==> src/nvsc_pkg.sv <==
/*
  Package for the nonvolatile SRAM host controller: timing figures,
  derived cycle counts and the sequencer state type.
  Assumes a 20 MHz reference clock.
*/
`default_nettype none
package nvsc_pkg;
  // ----------------------------------------
  // Clock and timing figures
  // ----------------------------------------
  localparam int CLK_MHZ = 20;
  localparam int CLK_NS = 50;
  localparam int RESTORE_MS = 20;
  localparam int SAVE_MS = 8;
  localparam int CMD_US = 100;
  localparam int RECALL_US = 200;
  localparam int GRACE_NS = 25;
  localparam int HW_PULSE_NS = 15;
  localparam int RESTORE_CYC = RESTORE_MS * 1000 * CLK_MHZ;
  localparam int SAVE_CYC = SAVE_MS * 1000 * CLK_MHZ;
  localparam int CMD_CYC = CMD_US * CLK_MHZ;
  localparam int RECALL_CYC = RECALL_US * CLK_MHZ;
  // Least times round up, at least one cycle
  localparam int GRACE_CYC = (GRACE_NS + CLK_NS - 1) / CLK_NS;
  localparam int HW_PULSE_CYC = (HW_PULSE_NS + CLK_NS - 1) / CLK_NS;
  // Access phases: setup, strobe, recovery
  localparam int ACC_CYC = 2;
  localparam int SEQ_READS = 6;
  localparam int CNT_W = 24;
  // ----------------------------------------
  // Commands
  // ----------------------------------------
  localparam logic [1:0] CMD_READ = 2'h0;
  localparam logic [1:0] CMD_WRITE = 2'h1;
  localparam logic [1:0] CMD_SOFT = 2'h2;
  localparam logic [1:0] CMD_HWSAVE = 2'h3;
  typedef enum logic [2:0] {
    ST_BOOT = 3'b000,
    ST_IDLE = 3'b001,
    ST_SETUP = 3'b010,
    ST_STROBE = 3'b011,
    ST_RECOV = 3'b100,
    ST_WAIT = 3'b101,
    ST_HSB = 3'b110
  } nvsc_state_t;
endpackage : nvsc_pkg
`default_nettype wire

==> src/nvsc_timer.sv <==
/*
  Down-counter with load and done flag, used for every wait.
  Assumes the loader and reader share one clock.
*/
`timescale 1ns/100ps
`default_nettype none
module nvsc_timer #(
  parameter int W = 24
) (
  // Clock and reset
  input wire logic ref_clk_i,
  input wire logic rst_b_i,
  // Control
  input wire logic load_i,
  input wire logic [W-1:0] value_i,
  output logic done_o
);
  logic [W-1:0] count;
  assign done_o = (count == '0);
  always_ff @(posedge ref_clk_i or negedge rst_b_i) begin
    if (!rst_b_i) begin
      count <= '0;
    end else if (load_i) begin
      count <= value_i;
    end else if (count != '0) begin
      count <= count - 1'b1;
    end
  end
endmodule : nvsc_timer
`default_nettype wire

==> src/nvsc_host.sv <==
/*
  Host controller for a byte-wide nonvolatile SRAM: plain reads and writes,
  six-read software command sequences and hardware save pulses.
  Assumes the memory pins are on board; the save/busy pin is open drain
  with a pull-up. Software sequence addresses come from the user.
*/
// Summary of operation
// - Write strobe high during every read
// - Save/busy line released high during accesses
// - Command reads timed by chip select
// - Six reads back to back, strobe high
// - Sixth read data flagged unreliable
`timescale 1ns/100ps
`default_nettype none
module nvsc_host #(
  parameter int AW = 15,
  parameter int DW = 8,
  parameter int RESTORE_CYC = nvsc_pkg::RESTORE_CYC,
  parameter int SAVE_CYC = nvsc_pkg::SAVE_CYC,
  parameter int RECALL_CYC = nvsc_pkg::RECALL_CYC
) (
  // Clock and reset
  input wire logic ref_clk_i,
  input wire logic rst_b_i,
  // User request
  input wire logic req_valid_i,
  input wire logic [1:0] req_cmd_i,
  input wire logic [AW-1:0] req_addr_i,
  input wire logic [DW-1:0] req_wdata_i,
  input wire logic [6*AW-1:0] seq_addr_i,
  input wire logic seq_recall_i,
  output logic req_ready_o,
  output logic rsp_valid_o,
  output logic [DW-1:0] rsp_rdata_o,
  output logic rsp_unreliable_o,
  // Memory pins
  output logic [AW-1:0] mem_addr_o,
  output logic mem_ce_n_o,
  output logic mem_we_n_o,
  output logic mem_oe_n_o,
  input wire logic [DW-1:0] mem_dq_i,
  output logic [DW-1:0] mem_dq_o,
  output logic mem_dq_oe_o,
  input wire logic hw_save_busy_n_i,
  output logic hw_save_busy_n_o,
  output logic hw_save_busy_n_oe_o
);
  // ----------------------------------------
  // Pin synchronisers
  // ----------------------------------------
  logic busy_s1, busy_s2;
  logic [DW-1:0] dq_s1, dq_s2;
  always_ff @(posedge ref_clk_i or negedge rst_b_i) begin
    if (!rst_b_i) begin
      busy_s1 <= 1'b1;
      busy_s2 <= 1'b1;
      dq_s1 <= '0;
      dq_s2 <= '0;
    end else begin
      busy_s1 <= hw_save_busy_n_i;
      busy_s2 <= busy_s1;
      dq_s1 <= mem_dq_i;
      dq_s2 <= dq_s1;
    end
  end
  wire dev_busy = !busy_s2;
  // ----------------------------------------
  // Sequencer
  // ----------------------------------------
  nvsc_pkg::nvsc_state_t state, next_state;
  logic [1:0] cmd;
  logic [2:0] rd_idx;
  logic [1:0] ph;
  logic tmr_load;
  logic [nvsc_pkg::CNT_W-1:0] tmr_val;
  logic tmr_done;
  nvsc_timer #(.W(nvsc_pkg::CNT_W)) u_tmr (
    .ref_clk_i(ref_clk_i),
    .rst_b_i(rst_b_i),
    .load_i(tmr_load),
    .value_i(tmr_val),
    .done_o(tmr_done)
  );
  wire is_write = (cmd == nvsc_pkg::CMD_WRITE);
  wire is_soft = (cmd == nvsc_pkg::CMD_SOFT);
  wire last_rd = (rd_idx == 3'(nvsc_pkg::SEQ_READS - 1));
  wire ph_done = (ph == 2'(nvsc_pkg::ACC_CYC - 1));
  // Soft command waits processing plus the operation itself
  wire [nvsc_pkg::CNT_W-1:0] soft_wait = seq_recall_i ?
    nvsc_pkg::CNT_W'(nvsc_pkg::CMD_CYC + RECALL_CYC) :
    nvsc_pkg::CNT_W'(nvsc_pkg::CMD_CYC + SAVE_CYC);
  assign req_ready_o = (state == nvsc_pkg::ST_IDLE) && !dev_busy;
  wire take = req_valid_i && req_ready_o;
  // Boot timer load on first cycle after reset
  logic boot_armed;
  always_ff @(posedge ref_clk_i or negedge rst_b_i) begin
    if (!rst_b_i) begin
      boot_armed <= 1'b0;
    end else begin
      boot_armed <= 1'b1;
    end
  end
  wire boot_load = !boot_armed;
  always_comb begin
    next_state = state;
    tmr_load = 1'b0;
    tmr_val = '0;
    case (state)
      nvsc_pkg::ST_BOOT: begin
        if (boot_load) begin
          tmr_load = 1'b1;
          tmr_val = nvsc_pkg::CNT_W'(RESTORE_CYC);
        end else if (tmr_done && !dev_busy) begin
          next_state = nvsc_pkg::ST_IDLE;
        end
      end
      nvsc_pkg::ST_IDLE: begin
        if (take && req_cmd_i == nvsc_pkg::CMD_HWSAVE) begin
          next_state = nvsc_pkg::ST_HSB;
          tmr_load = 1'b1;
          tmr_val = nvsc_pkg::CNT_W'(nvsc_pkg::HW_PULSE_CYC);
        end else if (take) begin
          next_state = nvsc_pkg::ST_SETUP;
        end
      end
      nvsc_pkg::ST_SETUP: next_state = nvsc_pkg::ST_STROBE;
      nvsc_pkg::ST_STROBE: begin
        if (ph_done) next_state = nvsc_pkg::ST_RECOV;
      end
      nvsc_pkg::ST_RECOV: begin
        if (is_soft && !last_rd) begin
          next_state = nvsc_pkg::ST_SETUP;
        end else if (is_soft) begin
          next_state = nvsc_pkg::ST_WAIT;
          tmr_load = 1'b1;
          tmr_val = soft_wait;
        end else begin
          next_state = nvsc_pkg::ST_IDLE;
        end
      end
      nvsc_pkg::ST_HSB: begin
        if (tmr_done) begin
          next_state = nvsc_pkg::ST_WAIT;
          tmr_load = 1'b1;
          tmr_val = nvsc_pkg::CNT_W'(nvsc_pkg::GRACE_CYC + SAVE_CYC);
        end
      end
      nvsc_pkg::ST_WAIT: begin
        // Busy may drop early when no save was needed
        if (tmr_done && !dev_busy) next_state = nvsc_pkg::ST_IDLE;
      end
      default: next_state = nvsc_pkg::ST_IDLE;
    endcase
  end
  always_ff @(posedge ref_clk_i or negedge rst_b_i) begin
    if (!rst_b_i) begin
      state <= nvsc_pkg::ST_BOOT;
    end else begin
      state <= next_state;
    end
  end
  always_ff @(posedge ref_clk_i or negedge rst_b_i) begin
    if (!rst_b_i) begin
      cmd <= nvsc_pkg::CMD_READ;
      rd_idx <= '0;
      ph <= '0;
    end else begin
      if (take) cmd <= req_cmd_i;
      if (take) rd_idx <= '0;
      else if (state == nvsc_pkg::ST_RECOV && is_soft && !last_rd) begin
        rd_idx <= rd_idx + 1'b1;
      end
      if (state == nvsc_pkg::ST_STROBE) ph <= ph + 1'b1;
      else ph <= '0;
    end
  end
  // ----------------------------------------
  // Pin drive
  // ----------------------------------------
  logic [AW-1:0] addr_q;
  logic [DW-1:0] wdata_q;
  // Address moves only while chip select is high or as it falls, never while selected
  wire [2:0] next_idx = take ? 3'h0 :
    (state == nvsc_pkg::ST_RECOV && is_soft && !last_rd) ? rd_idx + 3'h1 :
    rd_idx;
  wire next_soft = take ? (req_cmd_i == nvsc_pkg::CMD_SOFT) : is_soft;
  wire [AW-1:0] next_addr = next_soft ? seq_addr_i[next_idx*AW +: AW] :
    take ? req_addr_i : addr_q;
  always_ff @(posedge ref_clk_i or negedge rst_b_i) begin
    if (!rst_b_i) begin
      addr_q <= '0;
      wdata_q <= '0;
      mem_addr_o <= '0;
      mem_ce_n_o <= 1'b1;
      mem_we_n_o <= 1'b1;
      mem_oe_n_o <= 1'b1;
      mem_dq_o <= '0;
      mem_dq_oe_o <= 1'b0;
      hw_save_busy_n_oe_o <= 1'b0;
    end else begin
      if (take) addr_q <= req_addr_i;
      if (take) wdata_q <= req_wdata_i;
      mem_addr_o <= next_addr;
      // Chip select leads the write strobe by one cycle
      mem_ce_n_o <= !(next_state == nvsc_pkg::ST_SETUP ||
                      next_state == nvsc_pkg::ST_STROBE);
      mem_we_n_o <= !(next_state == nvsc_pkg::ST_STROBE && is_write);
      mem_oe_n_o <= !(next_state == nvsc_pkg::ST_STROBE && !is_write);
      mem_dq_o <= wdata_q;
      mem_dq_oe_o <= (next_state == nvsc_pkg::ST_STROBE) && is_write;
      // Released high during accesses; driven low only for a save pulse
      hw_save_busy_n_oe_o <= (next_state == nvsc_pkg::ST_HSB);
    end
  end
  assign hw_save_busy_n_o = 1'b0;
  // ----------------------------------------
  // Response
  // ----------------------------------------
  always_ff @(posedge ref_clk_i or negedge rst_b_i) begin
    if (!rst_b_i) begin
      rsp_valid_o <= 1'b0;
      rsp_rdata_o <= '0;
      rsp_unreliable_o <= 1'b0;
    end else begin
      rsp_valid_o <= (state == nvsc_pkg::ST_RECOV) && !is_soft ||
                     (state == nvsc_pkg::ST_RECOV) && last_rd;
      if (state == nvsc_pkg::ST_RECOV) rsp_rdata_o <= dq_s2;
      rsp_unreliable_o <= (state == nvsc_pkg::ST_RECOV) && is_soft &&
                          last_rd;
    end
  end
endmodule : nvsc_host
`default_nettype wire

==> config.mk <==
export PLATFORM = sky130hd
export DESIGN_NAME = nvsc_host
export DESIGN_NICKNAME = d
export VERILOG_FILES = /design/src/nvsc_pkg.sv /design/src/nvsc_timer.sv /design/src/nvsc_host.sv
export SDC_FILE = /design/constraint.sdc
export NUM_CORES = 1
export LEC_CHECK = 0
export ABC_AREA = 1
export BUFFER_PORTS_ARGS = -buffer_cell sky130_fd_sc_hd__buf_2
export CORE_ASPECT_RATIO = 0.75
export CORE_UTILIZATION = 58
export CTS_BUF_LIST = sky130_fd_sc_hd__clkbuf_16
export DETAILED_ROUTE_END_ITERATION = 8
export HOLD_SLACK_MARGIN = 0.06
export PLACE_DENSITY = 0.87
export SETUP_SLACK_MARGIN = 0.5
export SLEW_MARGIN = 10
export SYNTH_ARGS = -nofsm -noshare
export SYNTH_HDL_FRONTEND = slang
export SYNTH_HIERARCHICAL = 1
export SYNTH_SLANG_ARGS = --single-unit
==> constraint.sdc <==
create_clock -name ref_clk_i -period 3.69 [get_ports ref_clk_i]
set_input_delay 0.369 -clock ref_clk_i [delete_from_list [all_inputs] [get_ports ref_clk_i]]
set_output_delay 0.369 -clock ref_clk_i [all_outputs]
set_load 0.02 [all_outputs]
==> run_results.csv, run 1 <==
group,metric,value,unit
routing,drtIter0Drc,704,
placed_design,placed_cell_area,0.00722,mm^2
cts,cts_root_buf,"clkbuf_16",
setup_path,cp_num_buf_inv,1,
pwr,ir_drop,0.397,mV
placed_design,hpwl,11.9,mm
setup_path,reg2reg_slack,780,ps
placed_design,gp_congestion,0.919,
global_routing,grt_pass1_vias,5739,
floorplanning,initial_core_util,60.5,%
hold_path,min_path_cells,3,
floorplanning,ios,168,
setup_path,start_kind,"flop",
routing,viasPerCell,5.36,
setup_path,cp_common_cell,"nand2_1",
cts,cts_sinks,114,
setup_path,path_cells,"ha_1, nand2_1, inv_1, nor2_2, nand2_4, nand2_4, nand3_4, nand2_1, nand3_1, nand2_1, nand2_1, a21oi_1",
setup_path,slowest_stage,"nand3_4",
synthesis,synth.largest_area_cell,"dfrtp_1",
placed_design,port_buffers,166,
global_routing,grt_max_degree,48,
setup_path,cpPeakStageDelay,520,ps
cells_and_area,drive_above_1_share,24.5,%
pwr,power.static_leakage,4.55,nW
cells_and_area,area_growth,25.3,%
setup_path,rr_endpoint,"mem_addr_o[2]$_DFF_PN0_",
routing,via_count,6312,
routing,wl_per_cell,15.5,um
cts,cts_tree,"done",
timing,setup_viol,0,
synthesis,synth_top_area_share,43.1,%
setup_path,crit_path_max_fanout,46,
routing,routed_wl,18.3,mm
cells_and_area,fin_area,0.00792,mm^2
run_status,status,"finished clean",
global_routing,grt_usage,34.0,%
setup_path,required,4020,ps
synthesis,yosysWarnings,6,
synthesis,ys_ff_latch,114,
timing,report.final.slew_viol_count,0,
floorplanning,core_region_area,0.0105,mm^2
synthesis,synth_seq_area_share,45.2,%
global_routing,grt_overflow_total,0,
setup_path,worst_r2r_path_depth,12,
timing,rsz0062_at_grt,"false",
cts,h-tree-depth,4,
setup_path,crit_type,"reg -> reg",
synthesis,synth-main-ff-cell,"dfrtp_1",
routing,firstDrtPassIters,7,
timing,worst_pin_slew,811,ps
floorplanning,die_area,0.0113,mm^2
hold_path,hold_start,"req_wdata_i[0]",
timing,period_minus_slack,2910,ps
floorplanning,dieWidth,123,um
synthesis,synth_area,0.00633,mm^2
cells_and_area,final_cells,1177,
floorplanning,die_h,92.4,um
setup_path,end_kind,"flop",
timing,fin_hold_ws,144,ps
synthesis,ys_async_sr_fraction,100,%
synthesis,syn_avg_cell_area,7.42,um^2
routing,drc,0,
timing,fmax,0.344,GHz
global_routing,antenna_found_initial,0,
placed_design,place_inst,1135,
setup_path,r2r-start,"rd_idx[0]$_DFF_PN0_",
pwr,power-per-cell-area,439,mW/mm^2
cells_and_area,antenna_cells,0,
setup_path,worst_ep_arrival_time,3240,ps
global_routing,grt_pass1_wl,29.1,mm
setup_path,critPathTopFamily,"simple AND/OR/NAND/NOR gates",
cts,clock_latency,420,ps
routing,ant_nets,0,
timing,fin_tns_setup,0,ps
floorplanning,floorplan.rows,32,
synthesis,syn_inst,853,
hold_path,whs_endpoint,"wdata_q[0]$_DFFE_PN0N_",
cts,path_clk_slew,60,ps
synthesis,synth_edf_count,0,
cells_and_area,nets,1161,
timing,fin_crit_sh,78.7,%
timing,slew_headroom,45.7,%
cts,cts.path.max_buffers,2,
cts,cts_made_buffers,17,
run,maxCapViolCount,0,
timing,hold_viol_final,0,
cells_and_area,final_util,75.8,%
cts,cts_resized,0,
timing,fin_skew,11.1,ps
synthesis,synth.distinct_cells,38,
hold_path,hp-class,"in -> reg",
synthesis,synthTopCellsByArea,"dfrtp_1 43%, nand2_1 17%, inv_1 7.5%",
-- worst max path at each step --
stage	start	slack [ps]	end	depth (start not counted)
2_1_floorplan	u_tmr/count[0]$_DFFE_PN0P_	1560	u_tmr/count[0]$_DFFE_PN0P_	14
5_1_grt	rd_idx[0]$_DFF_PN0_	530	mem_addr_o[0]$_DFF_PN0_	12
6_report	rd_idx[0]$_DFF_PN0_	780	mem_addr_o[2]$_DFF_PN0_	12
3_5_place_dp	rd_idx[0]$_DFF_PN0_	920	mem_addr_o[13]$_DFF_PN0_	12
3_3_place_gp	rd_idx[0]$_DFF_PN0_	1060	mem_addr_o[4]$_DFF_PN0_	12
4_1_cts	rd_idx[0]$_DFF_PN0_	880	mem_addr_o[4]$_DFF_PN0_	12
-- registers in the layout, indices dropped and copies added, names as in the netlist, 3 cells and up --
name	flops
wdata_q	8
rsp_rdata_o	8
u_tmr/count	24
rd_idx	3
state	3
dq_s2	8
addr_q	15
mem_addr_o	15
mem_dq_o	8
dq_s1	8
-- routing by layer --
metal	global-route usage (%)	routed length [um]
met5	0	0
met4	10.5	467
met3	8.87	1790
met2	53.3	8660
met1	46.2	7360
-- cells in the mapped netlist, types with 6 or more instances --
cell	n
nand4_1	53
a21oi_1	30
o21ai_1	10
nand2_1	280
nor2_2	6
nand3_1	48
nor2_1	55
o21ai_0	23
inv_1	126
xnor2_1	6
or2_2	16
buf_2	25
dfrtp_1	109
-- layout by cell type (no fill, tap or decap), types with 2 or more instances in the layout --
cell           instances
a21oi_1               30
buf_2                165
buf_4                  8
bufinv_16              3
clkbuf_16             17
clkinv_4               2
clkinvlp_4             3
conb_1                12
dfrtp_1              109
dfstp_2                5
dlygate4sd3_1         10
ha_1                   5
inv_1                127
inv_2                  5
inv_6                  5
nand2_1              280
nand2_2                4
nand2_4                3
nand3_1               48
nand3_4                3
nand3b_1               5
nand4_1               53
nor2_1                55
nor2_2                 6
nor2_4                 3
nor2_8                 2
nor3_1                 4
o21ai_0               23
o21ai_1               10
or2_2                 16
xnor2_1                6
xor2_1                 4
-- tightest hold or removal path, stage by stage --
cell	delay, ps
buf_2	70
nand2_1	40
nand2_1	40
-- timing repair --
| item | CTS | global route |
|---|---|---|
| hold endpoints to repair | 52 | 1 |
| hold buffers | 9 | 1 |
| setup buffers | 0 | 0 |
-- power breakdown --
group | switching, mW | internal, mW | leakage, nW | total (mW)
Sequential | 0.0688 | 1.32 | 1.40 | 1.39
Clock | 0.640 | 1.07 | 0.292 | 1.71
Combinational | 0.214 | 0.164 | 2.86 | 0.377
Total | 0.923 | 2.55 | 4.55 | 3.48
-- cell type report --
| cell class | count | area (um^2) |
|---|---|---|
| tap | 136 | 170 |
| timing repair buffer | 183 | 986 |
| clock buffer | 17 | 425 |
| clock inverter | 15 | 183 |
| sequential | 114 | 2860 |
| inverter | 131 | 492 |
| multi-input combinational | 581 | 2810 |
| fill | 733 | 2530 |
-- per-stage QoR --
step | power (mW) | worst slack, ps
2_1_floorplan | 1.61 | 1560
3_3_place_gp | 1.76 | 1060
3_5_place_dp | 1.77 | 917
4_1_cts | 3.46 | 876
5_1_grt | 3.59 | 532
6_report | 3.48 | 784
-- logic make-up after synthesis --
logic type,Yosys count,share of synthesized area (%)
AND/OR/NAND/NOR,486,35.6
buffers and inverters,168,11.0
flip-flops,114,45.2
AO/OA/AOI/OAI,68,5.70
XOR/XNOR,10,1.38
adder cells (fa/ha/maj),5,0.989
other,2,0.119
Note: power is estimated with default switching activity, not from simulation.
==> inputs of run 2 (changes only) <==
Settings changed: ABC_AREA 1 to 0, CORE_UTILIZATION 58 to 52, PLACE_DENSITY 0.87 to 0.8.
Clock period 3.69 ns to 2.7 ns, I/O delays scaled along.
==> run_results.csv, run 2 <==
group,metric,value,unit
pwr,power_frac_clock,23.3,%
routing,via_count,5612,
synthesis,yosysWarnings,6,
synthesis,synthXorXnorAreaFrac,2.59,%
global_routing,grt_max_degree,66,
floorplanning,die_area,0.0115,mm^2
cells_and_area,reg.largest.list,"u_tmr/count (24), addr_q (15), mem_addr_o (15)",
timing,fin_crit_sh,89.8,%
cells_and_area,n_fill_cell,594,
global_routing,antenna_found_initial,1,
floorplanning,dieWidth,123,um
placed_design,hpwl,11.3,mm
cts,cts_made_buffers,17,
cells_and_area,mostFrequentLayoutCells,"165 x buf_2, 130 x nand2_1, 106 x dfrtp_1",
pwr,power-per-cell-area,1050,mW/mm^2
setup_path,cp_num_buf_inv,2,
routing,viasPerCell,5.90,
setup_path,crit_path_max_fanout,7,
routing,drtIter0Drc,565,
floorplanning,initial_core_util,54.6,%
floorplanning,floorplan.rows,32,
placed_design,placed_cell_area,0.00678,mm^2
cells_and_area,mostFrequentLayoutCell,"buf_2",
timing,fin_skew,7.65,ps
global_routing,grt_overflow_total,0,
timing,period_minus_slack,2420,ps
timing,fin_tns_setup,0,ps
routing,wl_per_cell,20.2,um
cells_and_area,final_cells,951,
cells_and_area,fin_area,0.00840,mm^2
setup_path,r2r-start,"state[0]$_DFF_PN0_",
pwr,switching_share,39.4,%
hold_path,hold_start,"req_addr_i[3]",
global_routing,grt_usage,30.3,%
cts,h-tree-depth,4,
cells_and_area,area_growth,46.2,%
timing,fmax,0.412,GHz
timing,slew_headroom,54.6,%
pwr,switchingPower,3.47,mW
cts,clock_latency,410,ps
pwr,ir_drop,0.647,mV
floorplanning,ios,168,
setup_path,worst_r2r_path_depth,8,
setup_path,path_cells,"or3b_4, nor3_4, buf_6, mux2i_4, nand2_4, buf_8, mux2i_1, o221ai_2",
synthesis,synth.distinct_cells,66,
synthesis,syn_inst,556,
synthesis,ys_ff_latch,114,
cells_and_area,antenna_cells,0,
setup_path,start_kind,"flop",
timing,hold_viol_final,0,
timing,report.final.slew_viol_count,0,
synthesis,synth_area,0.00575,mm^2
synthesis,synth_edf_count,0,
timing,setup_viol,0,
cts,cts_sinks,114,
cts,path_clk_slew,60,ps
synthesis,synth_mux_area_share,9.16,%
routing,drc,0,
routing,ant_nets,0,
pwr,power.static_leakage,4.24,nW
synthesis,synth.most_common_cell,"nand2_1",
global_routing,grt_pass1_wl,25.9,mm
cts,cts_tree,"done",
synthesis,ys_async_sr_fraction,100,%
floorplanning,die_h,93.1,um
routing,firstDrtPassIters,5,
cells_and_area,top_register,"u_tmr/count",
pwr,p_int,5.34,mW
timing,worst_pin_slew,682,ps
synthesis,synth_compound_area_share,12.6,%
setup_path,crit_cells,8,
setup_path,required,2980,ps
setup_path,end_kind,"flop",
synthesis,synth-main-ff-cell,"dfrtp_1",
pwr,p_seq_share,32.1,%
setup_path,slowest_stage,"or3b_4",
global_routing,grt_pass1_vias,5225,
run,maxCapViolCount,0,
synthesis,syn_avg_cell_area,10.3,um^2
synthesis,synth_commonest_cells,"134 x nand2_1, 109 x dfrtp_1, 47 x mux2i_1",
hold_path,min_path_cells,3,
setup_path,crit_type,"reg -> reg",
synthesis,synth_seq_area_share,49.7,%
hold_path,hp-class,"in -> reg",
cells_and_area,drive_above_1_share,43.6,%
pwr,combPwrFrac,44.6,%
setup_path,critPathTopFamily,"simple AND/OR/NAND/NOR gates",
setup_path,worst_ep_arrival_time,2700,ps
timing,fin_hold_ws,76.8,ps
synthesis,synth.largest_area_cell,"dfrtp_1",
setup_path,cpPeakStageDelay,460,ps
synthesis,synth_top_area_share,47.4,%
cts,cts.path.max_buffers,2,
timing,rsz0062_at_grt,"true",
synthesis,yosys.area_share.adder,1.09,%
synthesis,synth_top_family_by_area,"simple AND/OR/NAND/NOR gates",
synthesis,synth-simple-area-share,20.0,%
setup_path,crit_start,"state[0]$_DFF_PN0_",
cts,cts_root_buf,"clkbuf_16",
placed_design,port_buffers,166,
routing,routed_wl,19.2,mm
floorplanning,core_region_area,0.0105,mm^2
placed_design,place_inst,856,
synthesis,synthTopCellsByArea,"dfrtp_1 47%, nand2_1 8.7%, mux2i_1 8.2%",
cells_and_area,nets,935,
placed_design,gp_congestion,0.879,
run_status,status,"finished clean",
cells_and_area,largest_reg_flops,24,
-- run 2: changes by cell type in the layout (fill, tap and decap cells not counted), sizes merged, moves of 48 or more --
cell	delta
nand4	-52
nand2	-151
inv	-118
mux2i	+48
nor2	-56
buf	+56
-- run 2: cells by family after synthesis --
logic type / after synthesis
and+or+nand+nor: 231
buffers and inverters: 50
DFF: 114
adders and majority gates: 5
xor gates and xnor gates: 17
other: 2
muxes: 51
AOI/OAI and AO/OA: 86
-- run 2: worst paths after layout --
path                       slack [ps]                     endpoint
setup / recovery                  280     mem_addr_o[14]$_DFF_PN0_
hold / removal                     80          addr_q[3]$_DFF_PN0_
setup reg to reg                  280     mem_addr_o[14]$_DFF_PN0_
hold reg to reg                   350           dq_s2[5]$_DFF_PN0_
max in group asynchronous        1490           state[2]$_DFF_PN0_
min in group asynchronous         420  u_tmr/count[15]$_DFFE_PN0P_
-- run 2: worst register-to-register path, stage by stage, from the launching register on --
cell,delay (ps)
dfrtp_1,440
or3b_4,460
nor3_4,270
buf_6,150
mux2i_4,260
nand2_4,140
buf_8,180
mux2i_1,250
o221ai_2,150
-- run 2: routing by layer --
metal,track usage (%),vias up,share of wire (%)
met1,41.0,2747,40
met3,10.1,73,10
li1,-,2444,-
met5,0,-,0.068
met4,10.7,2,3.2
met2,45.5,346,47
-- run 2: through the flow --
step	worst slack (ps)	total power [mW]	utilization, %
after floorplan	320	4.86	-
after global placement	260	5.67	64.4
after detailed placement	93.3	5.81	64.4
after CTS	458	8.15	74.6
after global routing	197	9.20	79.8
final	275	8.81	79.8
-- run 2: layout make-up --
type	count	area [um^2]	area share [%]
repair buffers	249	1690	20.2
clock buffers	17	425	5.06
inverters	17	73.8	0.878
clock inverters	15	121	1.44
well taps	136	170	2.02
flip-flops and latches	114	2860	34.1
multi-input cells	403	3060	36.4
-- run 2: power by group through the flow --
stage | clock [mW] | combinational (mW) | sequential, mW
2_1_floorplan | 0 | 1.85 | 3.01
3_3_place_gp | 0 | 2.91 | 2.76
3_5_place_dp | 0 | 3.01 | 2.80
4_1_cts | 2.05 | 3.32 | 2.78
5_1_grt | 2.14 | 4.18 | 2.89
6_report | 2.05 | 3.93 | 2.82
-- run 2: timing repair --
item / 4_1_cts / 5_1_grt
pin swaps: 10 / 22
cloned: 3 / 3
gates resized for setup: 34 / 75
endpoints found under the hold margin: 64 / 0
setup endpoints to repair: 44 / 43
buffers inserted: 21 / 18
hold buffers: 18 / 0
